### config.mk
export PLATFORM = sky130hd
export DESIGN_NAME = six_source_interrupt_control
export DESIGN_NICKNAME = d
export VERILOG_FILES = /design/src/shared/irq_ctrl_pkg.sv /design/src/rtl/ext_edge_detect.sv /design/src/rtl/six_source_interrupt_control.sv
export SDC_FILE = /design/constraint.sdc
export NUM_CORES = 1
export LEC_CHECK = 0
export BUFFER_PORTS_ARGS = -buffer_cell sky130_fd_sc_hd__buf_2
export CAP_MARGIN = 40
export CORE_MARGIN = 2
export CORE_UTILIZATION = 45
export CTS_CLUSTER_DIAMETER = 30
export DETAILED_ROUTE_END_ITERATION = 10
export GPL_TIMING_DRIVEN = 0
export PLACE_DENSITY = 0.81
export SETUP_SLACK_MARGIN = 0.3
export SLEW_MARGIN = 20
export SYNTH_ARGS = -nofsm -noshare
export SYNTH_HDL_FRONTEND = slang
export SYNTH_SLANG_ARGS = --single-unit
### constraint.sdc
create_clock -name i_core_clk -period 1.7 [get_ports i_core_clk]
set_input_delay 0.17 -clock i_core_clk [delete_from_list [all_inputs] [get_ports i_core_clk]]
set_output_delay 0.17 -clock i_core_clk [all_outputs]
set_load 0.01 [all_outputs]
### src/shared/irq_ctrl_pkg.sv
// Contract
// - Six sources, each with its own pending flag, mask bit and vector.
// - One global enable gates all servicing; zero means nothing is serviced.
// - Control bits sit at locations 000 to 003, reachable by bit instructions.
// - Software can only clear pending flags; only hardware events set them.
// - Reset clears global enable and pending flags, sets all masks.
// - Request is pending and unmasked; serviced only with global enable high.
// - Fixed priority ext0, ext1, timers A, B, C, serial; vectors 2 to C.
// - Entry: finish instruction, clear enable, push flags and PC, jump.
// - Global enable at 000 bit 0; cleared by entry, set by return.
// - With ext1 as timer B clock, each falling edge advances timer B.
// - Ext0 falling edge sets 000 bit 2; ext1 sets 001 bit 0.
// - Ext masks at 000 bit 3 and 001 bit 1; one blocks.
// - Timer A pending at 001 bit 2, mask at bit 3.
// - Timer B pending at 002 bit 0, mask at bit 1.
// - Timer C pending at 002 bit 2, mask at bit 3.
// - Serial pending at 003 bit 0 on eighth shift or abort; mask bit 1.
`default_nettype none
package irq_ctrl_pkg;

   // ---------------------------------------------------------------
   // Sizes and locations
   // ---------------------------------------------------------------
   localparam int ADDR_W = 10;
   localparam int NUM_SRC = 6;
   localparam logic [9:0] LOC_CTRL_0 = 10'h000;
   localparam logic [9:0] LOC_CTRL_3 = 10'h003;

   // ---------------------------------------------------------------
   // Source indices, in priority order
   // ---------------------------------------------------------------
   localparam int SRC_EXT0 = 0;
   localparam int SRC_EXT1 = 1;
   localparam int SRC_TIMER_A = 2;
   localparam int SRC_TIMER_B = 3;
   localparam int SRC_TIMER_C = 4;
   localparam int SRC_SERIAL = 5;

   // ---------------------------------------------------------------
   // Field layout: location and bit of each flag
   // ---------------------------------------------------------------
   localparam logic [1:0] IE_LOC = 2'h0;
   localparam logic [1:0] IE_BIT = 2'h0;
   localparam logic [NUM_SRC-1:0][1:0] SRC_LOC = {2'h3, 2'h2, 2'h2, 2'h1, 2'h1, 2'h0};
   localparam logic [NUM_SRC-1:0][1:0] PEND_BIT = {2'h0, 2'h2, 2'h0, 2'h2, 2'h0, 2'h2};
   localparam logic [NUM_SRC-1:0][1:0] MASK_BIT = {2'h1, 2'h3, 2'h1, 2'h3, 2'h1, 2'h3};

   // ---------------------------------------------------------------
   // Vectors
   // ---------------------------------------------------------------
   localparam logic [15:0] VEC_RESET = 16'h0000;
   localparam logic [NUM_SRC-1:0][15:0] VEC_TABLE = {
      16'h000C, 16'h000A, 16'h0008, 16'h0006, 16'h0004, 16'h0002};

   // ---------------------------------------------------------------
   // Reset values and timing
   // ---------------------------------------------------------------
   localparam logic IE_RESET = 1'b0;
   localparam logic [NUM_SRC-1:0] PEND_RESET = 6'h00;
   localparam logic [NUM_SRC-1:0] MASK_RESET = 6'h3F;
   localparam int EXT_HOLD_CYCLES = 2;

   typedef enum logic [1:0] {
      ST_IDLE,
      ST_FINISH,
      ST_CLEAR_PUSH,
      ST_PUSH_JUMP
   } entry_state_type;

endpackage
`default_nettype wire

### src/rtl/ext_edge_detect.sv
`timescale 1ns/1ps
`default_nettype none
module ext_edge_detect (
   input wire logic i_core_clk,
   input wire logic i_rst_n,
   input wire logic i_line_n,
   output logic o_fall
);

   // ---------------------------------------------------------------
   // Falling edge seen only after a high level, then low held
   // ---------------------------------------------------------------
   logic [irq_ctrl_pkg::EXT_HOLD_CYCLES:0] hist_ff;
   logic [irq_ctrl_pkg::EXT_HOLD_CYCLES:0] nxt_hist;
   logic fall_ff;
   logic nxt_fall;

   always_comb begin
      nxt_hist = {hist_ff[irq_ctrl_pkg::EXT_HOLD_CYCLES-1:0], i_line_n};
      // High before, then low for the hold count
      nxt_fall = hist_ff[irq_ctrl_pkg::EXT_HOLD_CYCLES] &
                 ~(|nxt_hist[irq_ctrl_pkg::EXT_HOLD_CYCLES-1:0]);
      nxt_fall = nxt_fall & hist_ff[irq_ctrl_pkg::EXT_HOLD_CYCLES-1];
   end

   always_ff @(posedge i_core_clk) begin
      if (!i_rst_n) begin
         hist_ff <= '0;
         fall_ff <= 1'b0;
      end else begin
         hist_ff <= nxt_hist;
         fall_ff <= nxt_fall;
      end
   end

   assign o_fall = fall_ff;

endmodule
`default_nettype wire

### src/rtl/six_source_interrupt_control.sv
`timescale 1ns/1ps
`default_nettype none
module six_source_interrupt_control (
   input wire logic i_core_clk,
   input wire logic i_rst_n,
   input wire logic [9:0] i_ram_addr,
   input wire logic [1:0] i_bit_pos,
   input wire logic i_bit_set,
   input wire logic i_bit_clr,
   input wire logic i_rd,
   input wire logic i_ext_irq_line_0_n,
   input wire logic i_ext_irq_line_1_n,
   input wire logic i_timer_a_ovf,
   input wire logic i_timer_b_ovf,
   input wire logic i_timer_c_ovf,
   input wire logic i_serial_eighth_shift,
   input wire logic i_serial_abort,
   input wire logic i_timer_b_ext_clk_sel,
   input wire logic i_return_from_irq_instr,
   output logic [3:0] o_rd_data,
   output logic o_bit_value,
   output logic o_irq_accept,
   output logic o_push_flags,
   output logic o_push_pc,
   output logic o_vector_jump,
   output logic [15:0] o_vector,
   output logic o_global_irq_enable,
   output logic o_timer_b_event
);

   // ---------------------------------------------------------------
   // Decode
   // ---------------------------------------------------------------
   // Bit instructions reach a flag only at its own location and bit
   function automatic logic bit_hit(input logic [9:0] addr, input logic [1:0] pos,
                                    input logic [1:0] loc, input logic [1:0] bpos);
      bit_hit = (addr == {8'h00, loc}) && (pos == bpos);
   endfunction

   logic in_range;
   assign in_range = (i_ram_addr >= irq_ctrl_pkg::LOC_CTRL_0) &&
                     (i_ram_addr <= irq_ctrl_pkg::LOC_CTRL_3);

   // ---------------------------------------------------------------
   // Event capture
   // ---------------------------------------------------------------
   logic ext0_fall;
   logic ext1_fall;
   logic [irq_ctrl_pkg::NUM_SRC-1:0] hw_set;

   // Each line passes an edge filter before it can raise its flag
   ext_edge_detect u_edge_ext0 (
      .i_core_clk(i_core_clk),
      .i_rst_n(i_rst_n),
      .i_line_n(i_ext_irq_line_0_n),
      .o_fall(ext0_fall)
   );

   ext_edge_detect u_edge_ext1 (
      .i_core_clk(i_core_clk),
      .i_rst_n(i_rst_n),
      .i_line_n(i_ext_irq_line_1_n),
      .o_fall(ext1_fall)
   );

   // Masked sources still latch their flag
   always_comb begin
      hw_set = '0;
      hw_set[irq_ctrl_pkg::SRC_EXT0] = ext0_fall;
      hw_set[irq_ctrl_pkg::SRC_EXT1] = ext1_fall;
      hw_set[irq_ctrl_pkg::SRC_TIMER_A] = i_timer_a_ovf;
      hw_set[irq_ctrl_pkg::SRC_TIMER_B] = i_timer_b_ovf;
      hw_set[irq_ctrl_pkg::SRC_TIMER_C] = i_timer_c_ovf;
      // Either a full eight-shift transfer or an abort raises the serial flag
      hw_set[irq_ctrl_pkg::SRC_SERIAL] = i_serial_eighth_shift | i_serial_abort;
   end

   // ---------------------------------------------------------------
   // Pending flags and masks
   // ---------------------------------------------------------------
   logic [irq_ctrl_pkg::NUM_SRC-1:0] pend_ff;
   logic [irq_ctrl_pkg::NUM_SRC-1:0] nxt_pend;
   logic [irq_ctrl_pkg::NUM_SRC-1:0] mask_ff;
   logic [irq_ctrl_pkg::NUM_SRC-1:0] nxt_mask;

   genvar g;
   generate
      for (g = 0; g < irq_ctrl_pkg::NUM_SRC; g++) begin : g_src
         logic sw_clr_pend;
         logic sw_set_mask;
         logic sw_clr_mask;
         always_comb begin
            sw_clr_pend = i_bit_clr && bit_hit(i_ram_addr, i_bit_pos,
                          irq_ctrl_pkg::SRC_LOC[g], irq_ctrl_pkg::PEND_BIT[g]);
            sw_set_mask = i_bit_set && bit_hit(i_ram_addr, i_bit_pos,
                          irq_ctrl_pkg::SRC_LOC[g], irq_ctrl_pkg::MASK_BIT[g]);
            sw_clr_mask = i_bit_clr && bit_hit(i_ram_addr, i_bit_pos,
                          irq_ctrl_pkg::SRC_LOC[g], irq_ctrl_pkg::MASK_BIT[g]);
            // Software set has no path into the flag; hardware set wins
            nxt_pend[g] = (pend_ff[g] & ~sw_clr_pend) | hw_set[g];
            // A set and a clear of one mask bit together leave it set
            nxt_mask[g] = sw_set_mask ? 1'b1 : (sw_clr_mask ? 1'b0 : mask_ff[g]);
         end
      end
   endgenerate

   always_ff @(posedge i_core_clk) begin
      if (!i_rst_n) begin
         pend_ff <= irq_ctrl_pkg::PEND_RESET;
         mask_ff <= irq_ctrl_pkg::MASK_RESET;
      end else begin
         pend_ff <= nxt_pend;
         mask_ff <= nxt_mask;
      end
   end

   // ---------------------------------------------------------------
   // Priority select
   // ---------------------------------------------------------------
   logic [irq_ctrl_pkg::NUM_SRC-1:0] req;
   logic any_req;
   logic [15:0] win_vector;

   assign req = pend_ff & ~mask_ff;
   assign any_req = |req;

   always_comb begin
      win_vector = irq_ctrl_pkg::VEC_RESET;
      // Scan from the lowest priority up so the highest active source lands last
      for (int i = irq_ctrl_pkg::NUM_SRC - 1; i >= 0; i--) begin
         if (req[i]) begin
            win_vector = irq_ctrl_pkg::VEC_TABLE[i];
         end
      end
   end

   // ---------------------------------------------------------------
   // Entry sequence and global enable
   // ---------------------------------------------------------------
   irq_ctrl_pkg::entry_state_type state_ff;
   irq_ctrl_pkg::entry_state_type nxt_state;
   logic ie_ff;
   logic nxt_ie;
   logic [15:0] vector_ff;
   logic [15:0] nxt_vector;
   logic accept_ff;
   logic push_flags_ff;
   logic push_pc_ff;
   logic jump_ff;
   logic nxt_accept;
   logic nxt_push_flags;
   logic nxt_push_pc;
   logic nxt_jump;
   logic sw_set_ie;
   logic sw_clr_ie;

   always_comb begin
      nxt_state = state_ff;
      nxt_vector = vector_ff;
      case (state_ff)
         irq_ctrl_pkg::ST_IDLE: begin
            if (ie_ff && any_req) begin
               nxt_state = irq_ctrl_pkg::ST_FINISH;
               nxt_vector = win_vector;
            end
         end
         irq_ctrl_pkg::ST_FINISH: begin
            nxt_state = irq_ctrl_pkg::ST_CLEAR_PUSH;
         end
         irq_ctrl_pkg::ST_CLEAR_PUSH: begin
            nxt_state = irq_ctrl_pkg::ST_PUSH_JUMP;
         end
         irq_ctrl_pkg::ST_PUSH_JUMP: begin
            nxt_state = irq_ctrl_pkg::ST_IDLE;
         end
         default: begin
            nxt_state = irq_ctrl_pkg::ST_IDLE;
         end
      endcase
      nxt_accept = (nxt_state == irq_ctrl_pkg::ST_FINISH);
      // Flags go out in cycle two, the program counter over cycles two and three
      nxt_push_flags = (nxt_state == irq_ctrl_pkg::ST_CLEAR_PUSH);
      nxt_push_pc = (nxt_state == irq_ctrl_pkg::ST_CLEAR_PUSH) ||
                    (nxt_state == irq_ctrl_pkg::ST_PUSH_JUMP);
      nxt_jump = (nxt_state == irq_ctrl_pkg::ST_PUSH_JUMP);
   end

   always_ff @(posedge i_core_clk) begin
      if (!i_rst_n) begin
         state_ff <= irq_ctrl_pkg::ST_IDLE;
         vector_ff <= irq_ctrl_pkg::VEC_RESET;
         accept_ff <= 1'b0;
         push_flags_ff <= 1'b0;
         push_pc_ff <= 1'b0;
         jump_ff <= 1'b0;
      end else begin
         state_ff <= nxt_state;
         vector_ff <= nxt_vector;
         accept_ff <= nxt_accept;
         push_flags_ff <= nxt_push_flags;
         push_pc_ff <= nxt_push_pc;
         jump_ff <= nxt_jump;
      end
   end

   // ---------------------------------------------------------------
   // Global enable
   // ---------------------------------------------------------------
   always_comb begin
      sw_set_ie = i_bit_set && bit_hit(i_ram_addr, i_bit_pos, irq_ctrl_pkg::IE_LOC,
                                       irq_ctrl_pkg::IE_BIT);
      sw_clr_ie = i_bit_clr && bit_hit(i_ram_addr, i_bit_pos, irq_ctrl_pkg::IE_LOC,
                                       irq_ctrl_pkg::IE_BIT);
      // Entry clear beats a return or software set in the same cycle
      if (nxt_state == irq_ctrl_pkg::ST_CLEAR_PUSH) begin
         nxt_ie = 1'b0;
      end else if (i_return_from_irq_instr || sw_set_ie) begin
         nxt_ie = 1'b1;
      end else if (sw_clr_ie) begin
         nxt_ie = 1'b0;
      end else begin
         nxt_ie = ie_ff;
      end
   end

   always_ff @(posedge i_core_clk) begin
      if (!i_rst_n) begin
         ie_ff <= irq_ctrl_pkg::IE_RESET;
      end else begin
         ie_ff <= nxt_ie;
      end
   end

   // ---------------------------------------------------------------
   // Register read-back
   // ---------------------------------------------------------------
   logic [3:0] rd_data_ff;
   logic [3:0] nxt_rd_data;
   logic bit_value_ff;
   logic nxt_bit_value;
   logic [3:0] word_q;

   always_comb begin
      // Reserved bits and addresses outside the block read as zero
      word_q = 4'h0;
      if (i_ram_addr[1:0] == irq_ctrl_pkg::IE_LOC) begin
         word_q[irq_ctrl_pkg::IE_BIT] = ie_ff;
      end
      for (int i = 0; i < irq_ctrl_pkg::NUM_SRC; i++) begin
         if (i_ram_addr[1:0] == irq_ctrl_pkg::SRC_LOC[i]) begin
            word_q[irq_ctrl_pkg::PEND_BIT[i]] = pend_ff[i];
            word_q[irq_ctrl_pkg::MASK_BIT[i]] = mask_ff[i];
         end
      end
      if (!in_range) begin
         word_q = 4'h0;
      end
      nxt_rd_data = i_rd ? word_q : rd_data_ff;
      nxt_bit_value = word_q[i_bit_pos];
   end

   always_ff @(posedge i_core_clk) begin
      if (!i_rst_n) begin
         rd_data_ff <= 4'h0;
         bit_value_ff <= 1'b0;
      end else begin
         rd_data_ff <= nxt_rd_data;
         bit_value_ff <= nxt_bit_value;
      end
   end

   // ---------------------------------------------------------------
   // Timer B event clock
   // ---------------------------------------------------------------
   logic tb_event_ff;
   logic nxt_tb_event;

   always_comb begin
      // Ext1 edges count even while its request is masked
      nxt_tb_event = i_timer_b_ext_clk_sel & ext1_fall;
   end

   always_ff @(posedge i_core_clk) begin
      if (!i_rst_n) begin
         tb_event_ff <= 1'b0;
      end else begin
         tb_event_ff <= nxt_tb_event;
      end
   end

   assign o_rd_data = rd_data_ff;
   assign o_bit_value = bit_value_ff;
   assign o_irq_accept = accept_ff;
   assign o_push_flags = push_flags_ff;
   assign o_push_pc = push_pc_ff;
   assign o_vector_jump = jump_ff;
   assign o_vector = vector_ff;
   assign o_global_irq_enable = ie_ff;
   assign o_timer_b_event = tb_event_ff;

endmodule
`default_nettype wire

# ---- Word-level counts from Yosys, hierarchy flattened
# Cells that the tools add are included.
dict set report totals {
  regBits 49
  input_bits 26
  word_cells 141
}
dict set report op_classes {
  order_cmp 3
  bitwise_logic 29
  reduce_logical 53
  muxes 20
  n_eq_ne 15
}
# operator count
set op_table {}
lappend op_table {{16-bit two-way mux} 5}
lappend op_table {{1-bit logical AND} 35}
lappend op_table {{10-bit by 2-bit == test with 1-bit output, second input constant} 2}
lappend op_table {{2-bit OR reduction} 9}
lappend op_table {{2-bit == test, second input constant} 8}
lappend op_table {{2-bit two-way mux} 7}
lappend op_table {{1-bit AND} 11}
lappend op_table {{10-bit by 1-bit == test with 1-bit output, second input constant} 1}
lappend op_table {{10-bit by 1-bit >= comparator with 1-bit output, second input constant} 1}
lappend op_table {{10-bit by 2-bit less-or-equal comparator with 1-bit output, second input constant} 1}
lappend op_table {{10-bit logical NOT} 1}
lappend op_table {{1-bit inverter} 9}
lappend op_table {{2-bit by 1-bit == test with 1-bit output, second input constant} 4}
lappend op_table {{4-bit two-way mux} 2}
lappend op_table {{2-bit case mux with 4 select lines} 1}
lappend op_table {{1-bit OR} 7}
lappend op_table {{6-bit AND} 1}
lappend op_table {{2-bit logical NOT} 3}
lappend op_table {{6-bit inverter} 1}
lappend op_table {{6-bit OR reduction} 1}
lappend op_table {{1-bit two-way mux} 4}
lappend op_table {{2-bit by 3-bit < comparator with 1-bit output, second input constant} 1}
lappend op_table {{1-bit binary-select mux with 2-bit select} 1}
lappend op_table {{1-bit logical OR} 2}
lappend op_table {{2 further kinds} 2}

# ---- Depth between registers and ports, before layout
dict set report depth {
  depth_word 8
  ltp_mapped 6
}

# ---- Modules after synthesis
# From an unflattened synthesis, not the netlist that was laid out.
dict set report hier_totals {
  cells_unflattened 186
  area_unflattened_um2 1727.9
}
# module seq_area_each_um2 instances cells_each area_each_um2
set by_module_without_submodules {}
lappend by_module_without_submodules {six_source_interrupt_control 540.5 1 168 1500.2}
lappend by_module_without_submodules {ext_edge_detect 80.1 2 9 113.9}

# ---- Worst setup path before layout
# No wires, ideal clock.
dict set report synth_timing {
  kind {input to register}
  startpoint {input i_ram_addr[2]}
  endpoint {register bit_value_ff (netlist: o_bit_value)}
  path_stages 5
  arrival_ns 1.394
  required_time_ns 1.642
  slack_ns 0.248
  path_cell_list {or4_4 -> nor2_8 -> nand2_2 -> a2111oi_0 -> or3_1}
}
dict set report synth_between {
  elab_chain_cells 5
  elab_cells_between_ends 6
}
# element line_no
set synth_lines {}
lappend synth_lines {{start: declaration} six_source_interrupt_control.sv:6} ;# input wire logic [9:0] i_ram_addr,
lappend synth_lines {{10-bit by 1-bit >= comparator with 1-bit output / 10-bit by 2-bit less-or-equal comparator with 1-bit output (equally long branches)} {six_source_interrupt_control.sv:41, six_source_interrupt_control.sv:42}}
lappend synth_lines {{1-bit logical AND (*)} six_source_interrupt_control.sv:41} ;# assign in_range = (i_ram_addr >= irq_ctrl_pkg::LOC_CTRL_0) &&
lappend synth_lines {{4-bit two-way mux (*)} six_source_interrupt_control.sv:255} ;# if (!in_range) begin
lappend synth_lines {{1-bit binary-select mux with 2-bit select (*)} six_source_interrupt_control.sv:259} ;# nxt_bit_value = word_q[i_bit_pos];
lappend synth_lines {{1-bit two-way mux (not written as such) (*)} six_source_interrupt_control.sv:259}
lappend synth_lines {{end signal: assignment} six_source_interrupt_control.sv:268} ;# bit_value_ff <= nxt_bit_value;
lappend synth_lines {{end: declaration} six_source_interrupt_control.sv:239} ;# logic bit_value_ff;
# Every way passes the cells marked *; elsewhere a longest branch is shown, timed or not. The select of a mux whose other input is x is not followed.
# A chain may end at the register's enable or synchronous reset.

# ---- Worst setup path in the final report
dict set report layout_timing {
  startpoint {input i_ram_addr[7]}
  endpoint {register mask_ff[5] in the netlist's numbering}
}
dict set report layout_between {
  elab_chain_cells 4
  elab_cells_between_ends 5
}
# element line_no
set layout_lines {}
lappend layout_lines {{10-bit by 2-bit == test with 1-bit output (*)} six_source_interrupt_control.sv:37} ;# bit_hit = (addr == {8'h00, loc}) && (pos == bpos);
lappend layout_lines {{1-bit logical AND (*)} six_source_interrupt_control.sv:37}
lappend layout_lines {{1-bit logical AND} six_source_interrupt_control.sv:95} ;# sw_set_mask = i_bit_set && bit_hit(i_ram_addr, i_bit_pos,
lappend layout_lines {{2-bit OR reduction (no source line)} n/a}
lappend layout_lines {{end signal: assignment} six_source_interrupt_control.sv:110} ;# mask_ff <= irq_ctrl_pkg::MASK_RESET;
lappend layout_lines {{end signal: assignment} six_source_interrupt_control.sv:113} ;# mask_ff <= nxt_mask;
lappend layout_lines {{end: declaration} six_source_interrupt_control.sv:83} ;# logic [irq_ctrl_pkg::NUM_SRC-1:0] mask_ff;
# Every way passes the cells marked *; elsewhere a longest branch is shown, timed or not.

==> impl_metrics.csv <==
group,metric,value,unit
floorplanning,fp.dieH,63.80,um
global_routing,grt_pass1_wl,5451,um
sta,period_needed,1.386,ns
global_routing,antenna_found_initial,0,
floorplanning,start_util,47.47,%
place,dp_slack,0.02146,ns
pwr,total_power,1.790,mW
global_routing,grt_pass1_vias,1291,
floorplanning,dieArea,0.004070,mm2
layout,n_fill_cell,310,
layout,nets,269,
sta,setup_ws,0.3142,ns
layout,ff_latch_area,705.7,um2
place,place_congestion,0.8514,
routing,vias_per_cell,4.989,
critical_path,cp.arrival,1.57,ns
floorplanning,ios,53,
sta,tns,0,ns
yosys,syn_area,0.001609,mm2
layout,finalNonFillerCells,285,
cts,clk_pin_slew,0.10,ns
routing,drt_iter0_markers,58,
layout,insertedDiodeCount,0,
cts,cts_hold_buffers,0,
sta,finalSetupViolCount,0,
sta,rsz0062_at_grt,"true",
cts,cts.htree.levels,2,
critical_path,critPathKind,"in -> reg",
pwr,p_leak,0.9407,nW
critical_path,required,1.89,ns
place,dp_cells,275,
layout,multi_input_area,837.1,um2
min_path,min_path_type,"in -> reg",
yosys,ys_seq_area_share,43.55,%
yosys,yosys_warnings,0,
yosys,ys_types,36,
global_routing,gr-usage-all-layers,17.25,%
critical_path,critPathTopFamily,"simple AND/OR/NAND/NOR gates",
sta,hold_violations,0,
critical_path,crit_chain,"buf_2, or4_4, nor2_8, nand3_1, o21ai_0, o211ai_1",
yosys,ys.flop_type,"dfxtp_1",
pwr,power_density,876.1,mW/mm2
routing,wl,3458,um
yosys,synth_edf_count,0,
outcome,status,"finished clean",
critical_path,end_kind,"register",
run,maxCapViolations,0,
critical_path,crit_fanout,8,
cts,cts_tree,"yes",
sta,finClkSkew,0.003931,ns
critical_path,worst-path-buf-inv,1,
routing,ant_nets,0,
critical_path,cpMaxStageDelayCell,"or4_4",
global_routing,grt_max_degree,11,
floorplanning,design.core.area,0.003390,mm2
routing,vias,1422,
sta,drv_slew,0,
critical_path,cp_slowest_stage_delay,0.56,ns
layout,area_growth,26.98,%
cts,numCtsBuffers,5,
routing,drt_first_pass_iters,4,
place,port_buffers,36,
cts,cts.sinks,35,
cts,clock_latency,0.33,ns
yosys,ys_ff_latch,35,
routing,wl_per_cell,12.13,um
yosys,synthArstFlopShare,0,%
critical_path,start_kind,"primary input",
yosys,syn_area_per_cell,8.890,um2
routing,drc,0,
global_routing,grt-ovfl-total,0,
place,dp_hpwl,2522,um
sta,fmax,721.6,MHz
floorplanning,die_w,63.80,um
pwr,ir_worst_vdd,0.4590,mV
yosys,netlist_instances,181,
layout,drive_above_1_share,34.31,%
cts,cts_buffer_depth,2,
sta,min_period_over_period,81.52,%
cts,ctsRootBufferMaster,"clkbuf_4",
floorplanning,std_cell_rows,21,
[layout make-up]
| cell class | count | share of cell area [%] |
|---|---|---|
| buffer | 19 | 6.430 |
| clock buffer | 6 | 2.021 |
| clock inverter | 1 | 1.470 |
| inverter | 10 | 1.837 |
| multi-input combinational | 129 | 40.97 |
| sequential | 35 | 34.54 |
| tap | 46 | 2.817 |
| timing repair buffer | 39 | 9.920 |
[Yosys cell counts, drive strengths merged (3+ instances only)]
cell type  instances  area, um2
nand2             11      43.80
a21oi             12      60.06
buf               15      110.1
mux2i              3      30.03
o21ai             13      65.06
ha                 4      50.05
nor2b              9      56.30
dfxtp             35      700.7
nand3              4      20.02
and3               3      18.77
clkbuf             4      15.01
nor2              17      80.08
o211ai             6      45.04
inv               10      37.54
and2              10      62.56
[sequential cells by signal, summed over array words and instances (netlist names), 2 cells and up]
| signal | count |
|---|---|
| state_ff | 2 |
| u_edge_ext1.hist_ff | 3 |
| pend_ff | 6 |
| o_vector | 3 |
| o_rd_data | 4 |
| u_edge_ext0.hist_ff | 3 |
| mask_ff | 6 |
[final timing paths]
| path | start | endpoint | slack [ns] | depth (start not counted) |
|---|---|---|---|---|
| setup / recovery | i_ram_addr[7] | mask_ff[5]$_SDFFE_PP1P_ | 0.31 | 6 |
| setup reg to reg | pend_ff[3]$_SDFF_PN0_ | o_bit_value$_SDFF_PN0_ | 0.32 | 4 |
| hold reg to reg | u_edge_ext0.o_fall$_SDFF_PN0_ | pend_ff[0]$_SDFF_PN0_ | 0.43 | 2 |
| hold / removal | i_ext_irq_line_1_n | u_edge_ext1.hist_ff[0]$_SDFF_PN0_ | 0.05 | 2 |
[worst register-to-register path: stages (launching register included)]
cell	delay [ns]
dfxtp_2	0.36
mux4_2	0.48
nor2_2	0.09
a2111oi_1	0.05
or3_1	0.30
[cells by family after synthesis]
| logic type | Yosys count | share of synthesized area, % |
|---|---|---|
| AO/OA/AOI/OAI | 42 | 16.41 |
| adder cells (fa/ha/maj) | 4 | 3.111 |
| buffers and inverters | 29 | 10.11 |
| flip-flops | 35 | 43.55 |
| multiplexers | 5 | 3.966 |
| other | 1 | 0.2331 |
| AND/OR/NAND/NOR | 65 | 22.63 |
[routing by layer]
metal  share of wire (%)  track usage, %  vias up
met5                   0               0        -
met4                 1.7           7.609        0
met3                 7.7           4.577        6
met2                  51           29.30       52
met1                  40           20.31      651
li1                    -               -      713
[power breakdown]
| group | internal (mW) | total (mW) | switching [mW] |
|---|---|---|---|
| Sequential | 0.872 | 0.897 | 0.0256 |
| Combinational | 0.160 | 0.331 | 0.171 |
| Clock | 0.303 | 0.562 | 0.259 |
| Total | 1.33 | 1.79 | 0.456 |
[through the flow]
stage | cell area, um2 | hold slack (ns) | util [%]
5_1_grt | 2043 | 0.05627 | 60.28
3_5_place_dp | 1899 | 0.3959 | 56.04
4_1_cts | 2006 | 0.04051 | 59.17
2_1_floorplan | 1662 | 0.2973 | -
6_report | 2043 | 0.04952 | 60.28
3_3_place_gp | 1899 | 0.3925 | 56.04
[repair_timing]
item	CTS	global route
endpoints found under the setup margin	3	5
buffers inserted	2	1
pin swaps	2	1
gates resized for setup	5	10
[placed cells by master (no fill, tap or decap), types with 2 or more instances in the layout]
cell type  count
and3_1         3
nor2b_1        5
nor2_1        15
nor2b_2        4
clkbuf_4       5
clkbuf_1       5
dfxtp_2        4
a2bb2oi_1      2
o211ai_1       6
buf_2         36
ha_1           4
and2_1        10
o221a_2        2
mux2i_1        3
o21ai_0       13
a211oi_1       2
inv_1         10
a21oi_1       11
nand3_1        4
nand3b_1       2
buf_4         17
conb_1        13
dfxtp_1       31
or4_4          2
nand2_1       10
Power figures use the tool's default switching activity.
